==> config.mk <==
export PLATFORM = sky130hd
export DESIGN_NAME = hc_haptic_host
export DESIGN_NICKNAME = d
export VERILOG_FILES = /design/src/hc_pkg.sv /design/src/hc_haptic_host.sv
export VERILOG_INCLUDE_DIRS = /design/src
export SDC_FILE = /design/constraint.sdc
export NUM_CORES = 1
export LEC_CHECK = 0
export BUFFER_PORTS_ARGS = -buffer_cell sky130_fd_sc_hd__buf_2
export CORE_AREA = 2 2 165 167
export DETAILED_ROUTE_END_ITERATION = 16
export DIE_AREA = 0 0 167 169
export HOLD_SLACK_MARGIN = 0.05
export SYNTH_ARGS = -nofsm -noshare
export SYNTH_HDL_FRONTEND = slang
export SYNTH_SLANG_ARGS = --single-unit
export TNS_END_PERCENT = 5
==> constraint.sdc <==
create_clock -name pclk -period 2.6 [get_ports pclk]
set_input_delay 0.13 -clock pclk [delete_from_list [all_inputs] [get_ports pclk]]
set_output_delay 0.13 -clock pclk [all_outputs]
set_load 0.01 [all_outputs]
==> src/hc_defs.svh <==
// Constants for the haptic driver host controller
`ifndef HC_DEFS_SVH
`define HC_DEFS_SVH

// Device bus addresses (7 bit)
`define HC_ADDR_SINGLE 7'h5a
`define HC_ADDR_BCAST 7'h58

// Device register offsets
`define HC_REG_STATUS 8'h00
`define HC_REG_MODE 8'h01
`define HC_REG_GO 8'h0c
`define HC_REG_DRIVE 8'h16
`define HC_REG_FEEDBACK 8'h1a
`define HC_REG_CTRL3 8'h1d
`define HC_REG_FUSE 8'h1e

// Values written to the device
`define HC_VAL_AUTOCAL 8'h07
`define HC_VAL_GO 8'h01
`define HC_VAL_FUSE 8'h01
`define HC_VAL_RESET 8'h80

// Device field positions
`define HC_BIT_GO 0
`define HC_BIT_DIAG 3
`define HC_BIT_ACT 7
`define HC_BIT_ERM_OL 5
`define HC_BIT_LRA_OL 0
`define HC_BIT_FUSED 2
`define HC_FUSE_LEN 3'h4

// Own register offsets
`define HC_OFS_CTRL 12'h000
`define HC_OFS_CMD 12'h004
`define HC_OFS_STAT 12'h008
`define HC_OFS_RD0 12'h00c
`define HC_OFS_RD1 12'h010

// Own field positions
`define HC_CTRL_EN 0
`define HC_CTRL_BCAST 1
`define HC_CTRL_LRA 2
`define HC_CMD_REG_LSB 8
`define HC_CMD_DATA_LSB 16
`define HC_CMD_LEN_LSB 24
`define HC_STAT_DONE 1
`define HC_STAT_NACK 2
`define HC_STAT_REFUSED 3

// Timing
`define HC_CLK_NS 8
`define HC_BIT_NS 2500
`define HC_QTR_CYC ((`HC_BIT_NS + 4 * `HC_CLK_NS - 1) / (4 * `HC_CLK_NS))

`endif

==> src/hc_pkg.sv <==
// Types for the haptic driver host controller
package hc_pkg;

   typedef enum logic [1:0] {
      HC_IDLE = 2'b00,
      HC_START = 2'b01,
      HC_BYTE = 2'b10,
      HC_STOP = 2'b11
   } hc_state_t;

   typedef enum logic [2:0] {
      HC_STG_ADDR_W = 3'b000,
      HC_STG_REG = 3'b001,
      HC_STG_WDATA = 3'b010,
      HC_STG_ADDR_R = 3'b011,
      HC_STG_RDATA = 3'b100
   } hc_stage_t;

   typedef enum logic [2:0] {
      HC_OP_WRITE = 3'b000,
      HC_OP_READ = 3'b001,
      HC_OP_MODE = 3'b010,
      HC_OP_CAL = 3'b011,
      HC_OP_FUSE = 3'b100,
      HC_OP_RELOAD = 3'b101
   } hc_op_t;

   typedef struct packed {
      logic last;
      logic rd;
      logic [7:0] ra;
      logic [7:0] wd;
      logic [2:0] len;
   } hc_xact_t;

   typedef struct packed {
      logic psel;
      logic penable;
      logic pwrite;
      logic [11:0] paddr;
      logic [31:0] pwdata;
   } hc_apb_req_t;

   typedef struct packed {
      logic pready;
      logic pslverr;
      logic [31:0] prdata;
   } hc_apb_rsp_t;

   typedef struct packed {
      logic scl_o;
      logic scl_oe;
      logic sda_o;
      logic sda_oe;
   } hc_i2c_out_t;

   typedef struct packed {
      hc_state_t st;
      hc_stage_t stage;
      hc_op_t op;
      logic [2:0] step;
      logic [1:0] ph;
      logic [6:0] tmr;
      logic [3:0] bitn;
      logic [7:0] sh;
      logic [2:0] bcnt;
      logic miss;
      logic [7:0][7:0] rbuf;
      logic scl_drv;
      logic sda_drv;
      logic scl_s1;
      logic scl_s2;
      logic sda_s1;
      logic sda_s2;
      logic en_pin;
      logic bcast;
      logic lra;
      logic [31:0] cmd;
      logic done;
      logic nack;
      logic refused;
      logic fault;
      logic fused;
   } hc_regs_t;

endpackage

==> src/hc_haptic_host.sv <==
// Host controller driving a haptic driver over its two-wire serial bus
// How it works
// - Reads first send a write phase holding only the register address.
// - After repeated start, address with read bit; device returns data.
// - Host answers the last read byte with no-acknowledge, then stop.
// - Multi-byte read: host acknowledges every byte except the last.
// - Rotating-mass open loop: clear actuator bit, set its open-loop bit.
// - Linear-resonant open loop: set actuator bit and its open-loop bit.
// - Writing 0x07 to 0x01 leaves standby and selects auto-calibration.
// - Writing 0x01 to 0x0c starts calibration; go clears when done.
// - Host loads calibration inputs before starting calibration.
// - Host raises the enable pin before configuring or calibrating.
// - Writing 0x01 to 0x1e programs fuses; status bit then reads 1.
// - After reset the fuse values reload; host reads them back.
`include "hc_defs.svh"

module hc_haptic_host
   import hc_pkg::*;
(
   // Clock and reset
   input wire logic pclk,
   input wire logic presetn,
   // Register bus
   input wire hc_apb_req_t apb_req,
   output hc_apb_rsp_t apb_rsp,
   // Device pins
   input wire logic scl_i,
   input wire logic sda_i,
   output hc_i2c_out_t i2c_out,
   output logic dev_enable
);

   ////////////////////////////////////////////////////////////////////////////

   hc_regs_t r;
   hc_regs_t next_r;
   hc_xact_t xc;
   logic acc;
   logic wr;
   logic tx;
   logic [7:0] dev_w;

   // Transaction list of each command
   function automatic hc_xact_t step_of(input hc_op_t op, input logic [2:0] idx,
                                        input logic [7:0] rb, input logic lra,
                                        input logic [31:0] cmd);
      hc_xact_t x;
      x = '0;
      unique case (op)
         HC_OP_WRITE: begin
            x.last = 1'b1;
            x.ra = cmd[`HC_CMD_REG_LSB +: 8];
            x.wd = cmd[`HC_CMD_DATA_LSB +: 8];
         end
         HC_OP_READ: begin
            x.last = 1'b1;
            x.rd = 1'b1;
            x.ra = cmd[`HC_CMD_REG_LSB +: 8];
            x.len = cmd[`HC_CMD_LEN_LSB +: 3];
         end
         HC_OP_MODE: begin
            // Read-modify-write keeps the other fields of both registers
            case (idx)
               3'h0: begin
                  x.rd = 1'b1;
                  x.ra = `HC_REG_FEEDBACK;
               end
               3'h1: begin
                  x.ra = `HC_REG_FEEDBACK;
                  x.wd = lra ? (rb | (8'h01 << `HC_BIT_ACT)) : (rb & ~(8'h01 << `HC_BIT_ACT));
               end
               3'h2: begin
                  x.rd = 1'b1;
                  x.ra = `HC_REG_CTRL3;
               end
               default: begin
                  x.last = 1'b1;
                  x.ra = `HC_REG_CTRL3;
                  x.wd = rb | (lra ? (8'h01 << `HC_BIT_LRA_OL) : (8'h01 << `HC_BIT_ERM_OL));
               end
            endcase
         end
         HC_OP_CAL: begin
            // Inputs are loaded by earlier plain writes before this command
            case (idx)
               3'h0: begin
                  x.ra = `HC_REG_MODE;
                  x.wd = `HC_VAL_AUTOCAL;
               end
               3'h1: begin
                  x.ra = `HC_REG_GO;
                  x.wd = `HC_VAL_GO;
               end
               3'h2: begin
                  x.rd = 1'b1;
                  x.ra = `HC_REG_GO;
               end
               default: begin
                  x.last = 1'b1;
                  x.rd = 1'b1;
                  x.ra = `HC_REG_STATUS;
               end
            endcase
         end
         HC_OP_FUSE: begin
            case (idx)
               3'h1: begin
                  x.ra = `HC_REG_FUSE;
                  x.wd = `HC_VAL_FUSE;
               end
               default: begin
                  x.last = (idx != 3'h0);
                  x.rd = 1'b1;
                  x.ra = `HC_REG_FUSE;
               end
            endcase
         end
         HC_OP_RELOAD: begin
            case (idx)
               3'h0: begin
                  x.ra = `HC_REG_MODE;
                  x.wd = `HC_VAL_RESET;
               end
               default: begin
                  x.last = 1'b1;
                  x.rd = 1'b1;
                  x.ra = `HC_REG_DRIVE;
                  x.len = `HC_FUSE_LEN;
               end
            endcase
         end
         default: x = '0;
      endcase
      return x;
   endfunction

   function automatic logic hc_mapped(input logic [11:0] a);
      return (a == `HC_OFS_CTRL) || (a == `HC_OFS_CMD) || (a == `HC_OFS_STAT) ||
             (a == `HC_OFS_RD0) || (a == `HC_OFS_RD1);
   endfunction

   ////////////////////////////////////////////////////////////////////////////

   assign xc = step_of(r.op, r.step, r.rbuf[0], r.lra, r.cmd);
   assign acc = apb_req.psel && apb_req.penable;
   assign wr = acc && apb_req.pwrite && hc_mapped(apb_req.paddr);
   assign tx = (r.stage != HC_STG_RDATA);
   // Broadcast only for writes; a read from many drivers would collide
   assign dev_w = {(r.bcast && !xc.rd) ? `HC_ADDR_BCAST : `HC_ADDR_SINGLE, 1'b0};

   // Zero-wait slave
   always_comb begin
      apb_rsp.pready = 1'b1;
      apb_rsp.pslverr = acc && !hc_mapped(apb_req.paddr);
      apb_rsp.prdata = 32'h0;
      case (apb_req.paddr)
         `HC_OFS_CTRL: apb_rsp.prdata = {29'h0, r.lra, r.bcast, r.en_pin};
         `HC_OFS_CMD: apb_rsp.prdata = r.cmd;
         `HC_OFS_STAT: apb_rsp.prdata = {26'h0, r.fused, r.fault, r.refused, r.nack, r.done,
                                         r.st != HC_IDLE};
         `HC_OFS_RD0: apb_rsp.prdata = r.rbuf[3:0];
         `HC_OFS_RD1: apb_rsp.prdata = r.rbuf[7:4];
         default: apb_rsp.prdata = 32'h0;
      endcase
   end

   assign i2c_out.scl_o = 1'b0;
   assign i2c_out.scl_oe = r.scl_drv;
   assign i2c_out.sda_o = 1'b0;
   assign i2c_out.sda_oe = r.sda_drv;
   assign dev_enable = r.en_pin;

   ////////////////////////////////////////////////////////////////////////////

   always_comb begin
      next_r = r;
      next_r.scl_s1 = scl_i;
      next_r.scl_s2 = r.scl_s1;
      next_r.sda_s1 = sda_i;
      next_r.sda_s2 = r.sda_s1;

      // Clears first so that a hardware set in the same cycle wins
      if (wr && apb_req.paddr == `HC_OFS_STAT) begin
         if (apb_req.pwdata[`HC_STAT_DONE]) next_r.done = 1'b0;
         if (apb_req.pwdata[`HC_STAT_NACK]) next_r.nack = 1'b0;
         if (apb_req.pwdata[`HC_STAT_REFUSED]) next_r.refused = 1'b0;
      end
      if (wr && apb_req.paddr == `HC_OFS_CTRL) begin
         next_r.en_pin = apb_req.pwdata[`HC_CTRL_EN];
         next_r.bcast = apb_req.pwdata[`HC_CTRL_BCAST];
         next_r.lra = apb_req.pwdata[`HC_CTRL_LRA];
      end

      if (r.st != HC_IDLE) begin
         if (r.tmr != 7'h0) begin
            next_r.tmr = r.tmr - 7'h1;
         end else if (r.ph == 2'h2 && !r.scl_s2) begin
            // Clock held low by the device: wait
            next_r.tmr = 7'h0;
         end else begin
            next_r.tmr = 7'(`HC_QTR_CYC - 1);
            next_r.ph = r.ph + 2'h1;
            if (r.ph == 2'h1) next_r.scl_drv = 1'b0;
            unique case (r.st)
               HC_IDLE: ;
               HC_START: begin
                  if (r.ph == 2'h0) next_r.sda_drv = 1'b0;
                  if (r.ph == 2'h2) next_r.sda_drv = 1'b1;
                  if (r.ph == 2'h3) begin
                     next_r.scl_drv = 1'b1;
                     next_r.st = HC_BYTE;
                     next_r.bitn = 4'h0;
                     next_r.sh = (r.stage == HC_STG_ADDR_R) ? {`HC_ADDR_SINGLE, 1'b1} : dev_w;
                  end
               end
               HC_BYTE: begin
                  if (r.ph == 2'h0) begin
                     if (r.bitn < 4'h8) next_r.sda_drv = tx && !r.sh[7];
                     else next_r.sda_drv = !tx && (r.bcnt != xc.len);
                  end
                  if (r.ph == 2'h2) begin
                     next_r.scl_drv = 1'b1;
                     if (r.bitn < 4'h8) next_r.sh = {r.sh[6:0], r.sda_s2};
                     else if (tx) next_r.miss = r.sda_s2;
                  end
                  if (r.ph == 2'h3) begin
                     next_r.bitn = r.bitn + 4'h1;
                     if (r.bitn == 4'h8) begin
                        next_r.bitn = 4'h0;
                        if (tx && r.miss) begin
                           next_r.st = HC_STOP;
                        end else begin
                           unique case (r.stage)
                              HC_STG_ADDR_W: begin
                                 next_r.stage = HC_STG_REG;
                                 next_r.sh = xc.ra;
                              end
                              HC_STG_REG: begin
                                 if (xc.rd) begin
                                    next_r.st = HC_START;
                                    next_r.stage = HC_STG_ADDR_R;
                                 end else begin
                                    next_r.stage = HC_STG_WDATA;
                                    next_r.sh = xc.wd;
                                 end
                              end
                              HC_STG_WDATA: next_r.st = HC_STOP;
                              HC_STG_ADDR_R: begin
                                 next_r.stage = HC_STG_RDATA;
                                 next_r.bcnt = 3'h0;
                              end
                              HC_STG_RDATA: begin
                                 next_r.rbuf[r.bcnt] = r.sh;
                                 next_r.bcnt = r.bcnt + 3'h1;
                                 if (r.bcnt == xc.len) next_r.st = HC_STOP;
                              end
                              default: next_r.st = HC_STOP;
                           endcase
                        end
                     end
                  end
               end
               HC_STOP: begin
                  if (r.ph == 2'h0) next_r.sda_drv = 1'b1;
                  if (r.ph == 2'h2) next_r.sda_drv = 1'b0;
                  if (r.ph == 2'h3) begin
                     next_r.st = HC_START;
                     next_r.stage = HC_STG_ADDR_W;
                     next_r.miss = 1'b0;
                     if (r.miss) begin
                        next_r.st = HC_IDLE;
                        next_r.nack = 1'b1;
                     end else if (r.op == HC_OP_CAL && r.step == 3'h2 && r.rbuf[0][`HC_BIT_GO]) begin
                        // Go still set: poll again
                        next_r.step = r.step;
                     end else begin
                        if (r.op == HC_OP_CAL && r.step == 3'h3) next_r.fault = r.rbuf[0][`HC_BIT_DIAG];
                        if (r.op == HC_OP_FUSE && r.step != 3'h1) next_r.fused = r.rbuf[0][`HC_BIT_FUSED];
                        // Already programmed fuses are never triggered again
                        if (xc.last || (r.op == HC_OP_FUSE && r.rbuf[0][`HC_BIT_FUSED])) begin
                           next_r.st = HC_IDLE;
                           next_r.done = 1'b1;
                        end else begin
                           next_r.step = r.step + 3'h1;
                        end
                     end
                  end
               end
               default: next_r.st = HC_IDLE;
            endcase
         end
      end

      if (wr && apb_req.paddr == `HC_OFS_CMD) begin
         if (r.st == HC_IDLE && r.en_pin && apb_req.pwdata[2:0] <= 3'h5) begin
            next_r.cmd = apb_req.pwdata;
            next_r.op = hc_op_t'(apb_req.pwdata[2:0]);
            next_r.step = 3'h0;
            next_r.st = HC_START;
            next_r.stage = HC_STG_ADDR_W;
            next_r.miss = 1'b0;
            next_r.ph = 2'h0;
            next_r.tmr = 7'(`HC_QTR_CYC - 1);
         end else begin
            next_r.refused = 1'b1;
         end
      end
   end

   always_ff @(posedge pclk or negedge presetn) begin
      if (!presetn) begin
         r <= '0;
      end else begin
         r <= next_r;
      end
   end

endmodule

==> summary.md, run 1 <==
| Metric | Value |
|---|---|
| RePlAce Congestion | `about 0.9` |
| I/O Pins | `90` |
| HPWL Detailed | `17,200 um` |
| Remaining global-route overflow | `0` |
| Htree depth | `4` |
| DR DRC count | `0` |
| Yosys cell types | `between 70 and 80` |
| CP endpoint kind | `register` |
| Fmax | `400 MHz` |
| WL per Instance | `about 18 um` |
| Synth top area share | `45.8%` |
| CTS tree | `done` |
| Clk_lat worst skew | `between 400 and 500 ps` |
| Clk sinks | `around 140` |
| WP data arrival | `2800 ps` |
| Core area | `about 27,000 um^2` |
| Synth Area per Inst | `9.41 um^2` |
| Post-Route WL | `24,000 um` |
| Setup violations, final | `0` |
| Layout cell share with drive strength beyond 1 | `27.7%` |
| Vias per cell | `5.14` |
| Number of port buffers | `86` |
| Max Slew Vio Count | `0` |
| Tightest Pin Transition | `824 ps` |
| Design area | `9970 um^2` |
| First-pass GRT wire length | `38,200 um` |
| Unrepaired setup endpoints after global routing | `yes` |
| First-pass DRT Iterations | `5` |
| Total Routing Usage GR | `17.1%` |
| Maxcap violations | `0` |
| Die Y | `169 um` |
| Register area share after synthesis | `45.8%` |
| Maximum vdd drop | `0.426 mV` |
| Slowest-stage cell, CP | `or4_4` |
| ANT nets after route | `0` |
| Post-synth EDFFs | `0` |
| Largest net degree at the start of global routing | `51` |
| Total power | `4.77 mW` |
| Clk root buf | `clkbuf_16` |
| Outcome | `complete, no violations` |
| Most common cell after layout, fill and taps aside | `nand2_1` |
| Worst Hold Class | `primary input to async pin` |
| CTS buffer count | `17` |
| CP max FO | `5` |
| Yosys reg bits | `~140` |
| Synthesized instance count | `just over 800` |
| Finished Core Util | `37.6%` |
| Cell Count, Final, Fillers Out | `1,334` |
| Rel. slew slack | `44.5%` |
| Final hold violation count | `0` |
| Reg-to-reg slack, setup | `about 100 ps` |
| Leading post-synthesis cells by cell area | `dfrtp_1 (46%), mux2_2 (9.4%), nand2_1 (7.8%)` |
| Cell chain of the critical path | `inv_1, ha_2, or4b_4, or4_4, nor4_1, a21oi_1, a31oi_1, o21ai_0` |
| CTS max path bufs | `2` |
| Via count | `between 6,000 and 7,000` |
| Die ar. | `roughly 28,000 um^2` |
| Pwr Density | `478 nW/um^2` |
| Drt initial violations | `686` |
| Startpoint Class | `register` |
| Main synth FF type | `dfrtp_1` |
| Fin Clk Skew | `17.0 ps` |
| Post-CTS setup repair buffer count | `0` |
| Filler cells | `2,645` |
| Cell Area, Placed | `about 9000 um^2` |
| Initial antenna violation count | `0` |
| Required time worst endpoint | `2900 ps` |
| Placed Cells incl. Taps | `1,267` |
| Async set-reset flop share out of synthesis | `between 90% and 100%` |
| Reg2reg start | `r[144]$_DFF_PN0_` |
| Area delta synth->final | `27.7%` |
| Slowest stage delay, CP | `580 ps` |
| FP Rows | `60` |
| Post-synth top area cell | `dfrtp_1` |
| FF-to-FF End | `r[114]$_DFFE_PN0P_` |
| Crit Path Class | `register to register` |
| P_leak | `~4.8 nW` |
| WP buf/inv | `1` |
| Vias in the first global route | `6,928` |
| Final hold slack | `186 ps` |
| Post-Syn Area | `7810 um^2` |
| Tmin final | `2500 ps` |
| Worst reg-to-reg path cell count | `8` |
| Critical path's top delay family | `simple AND/OR/NAND/NOR gates` |
| Most frequent cells in the layout | `nand2_1 (161), dfrtp_1 (143), buf_2 (85), mux2_2 (65), buf_4 (55)` |
| NumNets Final | `1,048` |
| Synthesis Warnings | `0` |
| Initial core utilization | `29.5%` |
| Die X | `167 um` |
| CTS clk-pin slew, worst paths | `60 ps` |
| Tcrit/Tclk final | `96.1%` |
| Ant diodes | `0` |
-- logic make-up after synthesis --
logic type	share of synthesized area, %
other cells	0.0961
fa+ha+maj	2.72
simple gates	19.6
mux	9.88
xor+xnor	0.785
flops	45.8
compound gates	16.3
buf+inv	4.77
-- layout make-up --
cell class	instances	area [um^2]	share of cell area (%)
clock inverters	15	124	1.24
inverters	42	158	1.58
flip-flops and latches	143	3580	35.9
multi-input cells	594	3940	39.5
clock buffers	17	425	4.26
repair buffers	182	1320	13.2
well taps	341	427	4.28
-- what timing repair did --
| item | 4_1_cts | 5_1_grt |
|---|---|---|
| setup endpoints to repair | 0 | 38 |
| gates resized for setup | 0 | 8 |
| hold buffers | 35 | 0 |
| hold endpoints to repair | 127 | 0 |
-- synthesized netlist by cell type, drive strengths merged, types with 7 or more instances --
cell type / n
nand2b: 12
nand3: 25
nor2b: 7
nor4: 11
o21ai: 45
clkbuf: 40
o31ai: 7
nand2: 163
nor3: 12
inv: 42
a222oi: 13
a31oi: 7
buf: 12
a22oi: 33
dfrtp: 143
ha: 17
nor2: 50
a21oi: 22
mux2: 65
-- layer usage --
metal  routed length (um)  GRT usage [%]
met3                 1270           3.46
met1                11300           23.7
met2                11100           26.9
met5                    0              0
met4                  427           5.58
-- power breakdown --
group	switching (mW)	internal (mW)	leakage, nW
Sequential	0.0192	2.24	1.89
Combinational	0.0928	0.0897	2.60
Clock	1.08	1.25	0.273
-- through the flow --
step	setup slack, ps	TNS (ps)
2_1_floorplan	43.3	0
3_3_place_gp	87.1	0
3_5_place_dp	72.0	0
4_1_cts	39.0	0
5_1_grt	-10.7	-10.7
6_report	101	0
-- worst max-delay path by stage --
stage | cells after the start | startpoint | end | slack [ps]
after detailed placement | 9 | r[144]$_DFF_PN0_ | i2c_out[0]$_DFFE_PN0P_ | 70
after global placement | 9 | r[144]$_DFF_PN0_ | i2c_out[0]$_DFFE_PN0P_ | 90
after CTS | 8 | r[144]$_DFF_PN0_ | r[114]$_DFFE_PN0P_ | 40
final | 8 | r[144]$_DFF_PN0_ | r[114]$_DFFE_PN0P_ | 100
after floorplan | 9 | r[145]$_DFF_PN0_ | r[114]$_DFFE_PN0P_ | 40
after global routing | 8 | r[133]$_DFF_PN0_ | r[0]$_DFFE_PN0P_ | -10
No activity file was read; power rests on OpenSTA's default activity.
==> run 2: changes to the inputs <==
==> constraint.sdc (replaced) <==
create_clock -name pclk -period 2.6 [get_ports pclk]
set_input_delay 0 -clock pclk [delete_from_list [all_inputs] [get_ports pclk]]
set_output_delay 0 -clock pclk [all_outputs]
set_load 0.01 [all_outputs]
==> run 2 against run 1 <==
Cell count rose by 0.22%; critical path type unchanged; hold slack got worse by 110 ps; highest routed layer unchanged; sequential share of layout area fell by 0.15 points; critical endpoint is now r[0]$_DFFE_PN0P_.
==> summary.md, run 2 (synthesis results as in run 1) <==
| Metric | Value |
|---|---|
| Outcome | `complete, no violations` |
| Maxcap violations | `0 (unchanged)` |
| I/O Pins | `90 (unchanged)` |
| Fmax | `404 MHz (+0.85%)` |
| Most common cell after layout, fill and taps aside | `nand2_1` |
| CTS tree | `done` |
| Clk_lat worst skew | `430 ps (about the same)` |
| First-pass GRT wire length | `38,500 um (+0.78%)` |
| Worst reg-to-reg path cell count | `7 (-1)` |
| Total Routing Usage GR | `17.3% (+0.16 points)` |
| Clk sinks | `143 (unchanged)` |
| Unrepaired setup endpoints after global routing | `yes` |
| Via count | `6,990 (+1.9%)` |
| Pwr Density | `488 nW/um^2 (+2.1%)` |
| Drt initial violations | `559 (-19%)` |
| Dpl ws | `-27.6 ps (-99.6 ps)` |
| Area delta synth->final | `28.2%` |
| Startpoint Class | `register` |
| FF-to-FF End | `r[0]$_DFFE_PN0P_` |
| Ant diodes | `0 (unchanged)` |
| Final hold violation count | `0 (unchanged)` |
| Cell Area, Placed | `9010 um^2 (-0.19%)` |
| Max Slew Vio Count | `0 (unchanged)` |
| Cell chain of the critical path | `ha_1, nor2b_1, nor4b_1, buf_4, o311ai_0, nor4_1, mux2_2` |
| Core area | `26,500 um^2 (unchanged)` |
| Critical path's top delay family | `simple AND/OR/NAND/NOR gates` |
| Slowest stage delay, CP | `410 ps (-170 ps)` |
| Largest net degree at the start of global routing | `55 (+7.8%)` |
| Remaining global-route overflow | `0 (unchanged)` |
| GR Util met3 | `3.20% (-0.26 points)` |
| Worst Hold Class | `primary input to register` |
| CTS max path bufs | `2 (unchanged)` |
| NumNets Final | `1,052 (+0.38%)` |
| HPWL Detailed | `17,100 um (-0.99%)` |
| Initial core utilization | `29.5% (unchanged)` |
| Placed Cells incl. Taps | `1,268 (+0.079%)` |
| WL per Instance | `18.2 um (+0.88%)` |
| Crit Path Class | `register to register` |
| Total power | `4.89 mW (+2.5%)` |
| ANT nets after route | `0 (unchanged)` |
| Rel. slew slack | `44.6% (+0.073 points)` |
| Worst hold stages | `5` |
| Maximum vdd drop | `0.466 mV (+9.3%)` |
| CP endpoint kind | `register` |
| Stages on the worst setup path | `7 (-1)` |
| Reg2reg start | `r[134]$_DFF_PN0_` |
| Vias in the first global route | `6,891 (-0.53%)` |
| Grt met1 use | `23.9% (+0.21 points)` |
| P_leak | `4.77 nW (+0.27%)` |
| CTS clk-pin slew, worst paths | `60 ps (about the same)` |
| RePlAce Congestion | `0.922 (+3.2%)` |
| DR DRC count | `0 (unchanged)` |
| Required time worst endpoint | `2910 ps (about the same)` |
| Cell Count, Final, Fillers Out | `1,337 (+0.22%)` |
| Clk root buf | `clkbuf_16` |
| GRT busiest layer | `met2` |
| WP data arrival | `2790 ps (about the same)` |
| Fin Clk Skew | `11.0 ps (-6.03 ps)` |
| Tightest Pin Transition | `821 ps (-2.80 ps)` |
| CTS buffer count | `17 (unchanged)` |
| Setup violations, final | `0 (unchanged)` |
| Vias per cell | `5.23 (+1.7%)` |
| WP buf/inv | `1 (unchanged)` |
| Layout cell share with drive strength beyond 1 | `27.9% (+0.22 points)` |
| Die Y | `169 um (unchanged)` |
| First-pass DRT Iterations | `6 (+1)` |
| Die ar. | `28,200 um^2 (unchanged)` |
| CP max FO | `4 (-1)` |
| Post-Route WL | `24,300 um (+1.1%)` |
| FP Rows | `60 (unchanged)` |
| Tmin final | `2480 ps (-21.1 ps)` |
| Worst hold start | `apb_req[36]` |
| Number of port buffers | `86 (unchanged)` |
| Initial antenna violation count | `0 (unchanged)` |
| Design area | `10,000 um^2 (+0.43%)` |
| Most frequent cells in the layout | `nand2_1 (161), dfrtp_1 (143), buf_2 (85), mux2_2 (65), buf_4 (59)` |
| Slowest-stage cell, CP | `dfrtp_1` |
| Tcrit/Tclk final | `95.3% (-0.81 points)` |
| Hold Path End | `r[3]$_DFF_PN0_` |
| Met2 GRT Util | `27.4% (+0.48 points)` |
| Final WS setup | `122 ps (+21.1 ps)` |
| Htree depth | `4 (unchanged)` |
| Crit path launch | `r[134]$_DFF_PN0_` |
| Die X | `167 um (unchanged)` |
| Reg-to-reg slack, setup | `120 ps (+20 ps)` |
==> run 2: cell count changes in the layout (fill, tap and decap cells not counted), sizes merged <==
cell / change
clkinv: -4
bufinv: +1
inv: -2
dlygate4sd3: +1
clkbuf: +3
clkinvlp: +1
buf: +3
==> run 2: metrics by stage <==
stage / setup TNS (ps) / util, % / hold WS (ps)
final: 0 / 37.8 / 80.3
after detailed placement: -48.7 / 34.0 / -4.32
after global placement: 0 / 34.0 / -7.70
after CTS: 0 / 37.6 / 63.0
after global routing: -33.5 / 37.8 / 120
after floorplan: 0 / - / -296
==> run 2: power by group <==
group,switching (mW),total (mW),internal [mW]
sequential,0.0188,2.26,2.24
combinational,0.0968,0.188,0.0911
clock,1.05,2.44,1.39
==> run 2: metal layers <==
| metal | share of wire [%] | up-vias | routed length, um |
|---|---|---|---|
| li1 | - | 3262 | - |
| met1 | 45 | 3455 | 11000 |
| met2 | 46 | 239 | 11200 |
| met3 | 6.3 | 34 | 1530 |
| met4 | 2.0 | 0 | 497 |
| met5 | 0 | - | 0 |
==> run 2: what timing repair did <==
| action | 4_1_cts | 5_1_grt |
|---|---|---|
| pin swaps | 0 | 4 |
| hold endpoints to repair | 160 | 0 |
| endpoints found under the setup margin | 3 | 50 |
| resized for setup | 2 | 10 |
| buffers inserted | 0 | 2 |
| hold buffers | 36 | 0 |
==> run 2: area by class of cell <==
| cell class | count | area, um^2 |
|---|---|---|
| clock inverters | 11 | 120 |
| fillers | 2628 | 16500 |
| repair buffers | 186 | 1330 |
| well taps | 341 | 427 |
| inverters | 42 | 158 |
| clock buffers | 20 | 457 |
| multi-input cells | 594 | 3950 |
| flip-flops and latches | 143 | 3580 |
==> run 2: how the worst max path moves through the flow <==
stage | to | slack, ps
global route | r[0]$_DFFE_PN0P_ | -30
detailed placement | r[144]$_DFF_PN0_ | -30
finish | r[0]$_DFFE_PN0P_ | 120
CTS | r[121]$_DFFE_PN0P_ | 40
global placement | r[144]$_DFF_PN0_ | 40
floorplan | r[114]$_DFFE_PN0P_ | 40
==> run 2: worst min-delay path: stages <==
cell	delay [ps]
buf_2	160
nor4b_2	110
nand3_1	90
nand2_1	50
o21ai_0	60
==> run 3: changes to the inputs <==
Settings changed: MAX_ROUTING_LAYER from default to met4.
==> run 3 against run 2 <==
Critical path depth unchanged; maximum frequency down 0.22%; total power up 2.9%; sequential power about the same; register-to-register slack about the same; flip-flop and latch count unchanged; highest routed layer unchanged; hold slack worse by 16 ps; die area unchanged.
==> summary.md, run 3 (synthesis results as in run 1) <==
| Metric | Value |
|---|---|
| Outcome | `complete, no violations` |
| Clk_lat worst skew | `430 ps (about the same)` |
| P_leak | `4.78 nW (+0.24%)` |
| Via count | `6,948 (-0.60%)` |
| Number of port buffers | `86 (unchanged)` |
| Dpl ws | `-10.7 ps (+16.9 ps)` |
| Crit Path Class | `register to register` |
| Net Sw Power | `1.23 mW (+5.8%)` |
| Design area | `10,000 um^2 (about the same)` |
| Crit path launch | `r[129]$_DFF_PN0_` |
| Clock network power share | `51.4% (+1.5 points)` |
| Slowest-stage cell, CP | `dfrtp_1` |
| Layout cell share with drive strength beyond 1 | `27.7% (-0.17 points)` |
| Ant diodes | `0 (unchanged)` |
| Required time worst endpoint | `2910 ps (about the same)` |
| ANT nets after route | `0 (unchanged)` |
| Max Slew Vio Count | `0 (unchanged)` |
| Metal-1 WL | `10,900 um (-0.74%)` |
| WP data arrival | `2800 ps (about the same)` |
| Remaining global-route overflow | `0 (unchanged)` |
| Die X | `167 um (unchanged)` |
| Tmin final | `2480 ps (+5.35 ps)` |
| CP endpoint kind | `register` |
| Clk root buf | `clkbuf_16` |
| Tightest Pin Transition | `842 ps (+20.8 ps)` |
| Final WS setup | `117 ps (-5.35 ps)` |
| First-pass DRT Iterations | `7 (+1)` |
| Largest net degree at the start of global routing | `51 (-7.3%)` |
| Fmax | `403 MHz (-0.22%)` |
| Initial core utilization | `29.5% (unchanged)` |
| Drt initial violations | `657 (+18%)` |
| RePlAce Congestion | `0.931 (+0.96%)` |
| Sw frac | `24.5% (+0.67 points)` |
| HPWL Detailed | `17,500 um (+2.3%)` |
| Maximum vdd drop | `0.417 mV (-11%)` |
| Cell Area, Placed | `9020 um^2 (about the same)` |
| Tcrit/Tclk final | `95.5% (+0.21 points)` |
| Worst Hold Class | `primary input to register` |
| Core area | `26,500 um^2 (unchanged)` |
| NumNets Final | `1,050 (-0.19%)` |
| CTS clk-pin slew, worst paths | `70 ps (about the same)` |
| Vias per cell | `5.20 (-0.53%)` |
| Vias in the first global route | `6,976 (+1.2%)` |
| Pint | `3.79 mW (+2.0%)` |
| CTS tree | `done` |
| Most common cell after layout, fill and taps aside | `nand2_1` |
| Initial antenna violation count | `0 (unchanged)` |
| Cell chain of the critical path | `or3_4, nor4_4, and3_2, nand3_4, nor3b_4, buf_4, mux2_2` |
| Critical path's top delay family | `simple AND/OR/NAND/NOR gates` |
| Finished Core Util | `37.8% (about the same)` |
| Post-Route WL | `24,300 um (about the same)` |
| Setup TNS | `0 ps (unchanged)` |
| Clk sinks | `143 (unchanged)` |
| Pwr Density | `501 nW/um^2 (+2.8%)` |
| CTS max path bufs | `2 (unchanged)` |
| Total Routing Usage GR | `18.1% (+0.77 points)` |
| FP Rows | `60 (unchanged)` |
| Maxcap violations | `0 (unchanged)` |
| CP max FO | `5 (+1)` |
| DR top layer | `met4` |
| Unrepaired setup endpoints after global routing | `yes` |
| Die ar. | `28,200 um^2 (unchanged)` |
| Rel. slew slack | `43.3% (-1.3 points)` |
| Placed Cells incl. Taps | `1,269 (+0.079%)` |
| WL met2 | `11,400 um (+1.6%)` |
| Combinational power share | `3.7% (about the same)` |
| Htree depth | `4 (unchanged)` |
| Total power | `5.03 mW (+2.9%)` |
| Fin Clk Skew | `12.3 ps (+1.32 ps)` |
| Setup violations, final | `0 (unchanged)` |
| Part of the power in registers | `44.9% (-1.3 points)` |
| Most frequent cells in the layout | `nand2_1 (162), dfrtp_1 (143), buf_2 (85), mux2_2 (65), buf_4 (59)` |
| Area delta synth->final | `28.3% (about the same)` |
| Slowest stage delay, CP | `420 ps (about the same)` |
| WP buf/inv | `1 (unchanged)` |
| Cell Count, Final, Fillers Out | `1,336 (-0.075%)` |
| WL per Instance | `18.2 um (about the same)` |
| First-pass GRT wire length | `38,800 um (+0.95%)` |
| Met3 wire length | `1450 um (-4.9%)` |
| Worst hold start | `apb_req[34]` |
| Final hold slack | `64.7 ps (-15.6 ps)` |
| Startpoint Class | `register` |
| CTS buffer count | `17 (unchanged)` |
| DR DRC count | `0 (unchanged)` |
| Reg2reg start | `r[129]$_DFF_PN0_` |
| Final hold violation count | `0 (unchanged)` |
| Die Y | `169 um (unchanged)` |
| I/O Pins | `90 (unchanged)` |
| Filler cells | `2,660 (+1.2%)` |
[run 3: layout make-up]
cell class	instances	area [um^2]	share of cell area (%)
clock inverters	15	194	1.93
clock buffers	17	425	4.24
inverters	42	158	1.57
repair buffers	184	1310	13.1
flip-flops and latches	143	3580	35.7
well taps	341	427	4.26
multi-input cells	594	3930	39.2
[run 3: worst paths after layout]
check | end | slack [ps] | cells after the start
setup reg to reg | register | 120 | 7
hold / removal | r[4]$_DFF_PN0_ | 60 | 4
min in group asynchronous | next_r[42]$_DFF_PN0_ | 70 | 2
setup / recovery | register | 120 | 7
hold reg to reg | r[40]$_DFF_PN0_ | 350 | 0
max in group asynchronous | async pin | 1740 | 3
[run 3: tightest hold or removal path: stages]
cell and delay [ps]:
buf_2 150, nor4b_2 100, nand3_1 100, a22o_1 110
[run 3: power by group through the flow]
stage,sequential [mW],clock [mW],combinational (mW)
after detailed placement,2.30,0,0.146
final,2.26,2.58,0.186
after CTS,2.26,2.63,0.186
after global placement,2.30,0,0.143
after global routing,2.26,2.73,0.206
after floorplan,2.29,0,0.0403
[run 3: layer usage]
| layer | up-vias | global-route usage [%] |
|---|---|---|
| li1 | 3270 | - |
| met1 | 3427 | 23.8 |
| met2 | 220 | 28.6 |
| met3 | 31 | 2.69 |
| met4 | 0 | 5.96 |
| met5 | - | - |
[run 3: what timing repair did]
item	CTS	global route
endpoints found under the hold margin	157	0
hold buffers	35	0
pin swaps	0	2
endpoints found under the setup margin	1	25
gates resized for setup	1	5
buffers inserted	0	0
gates cloned	0	0
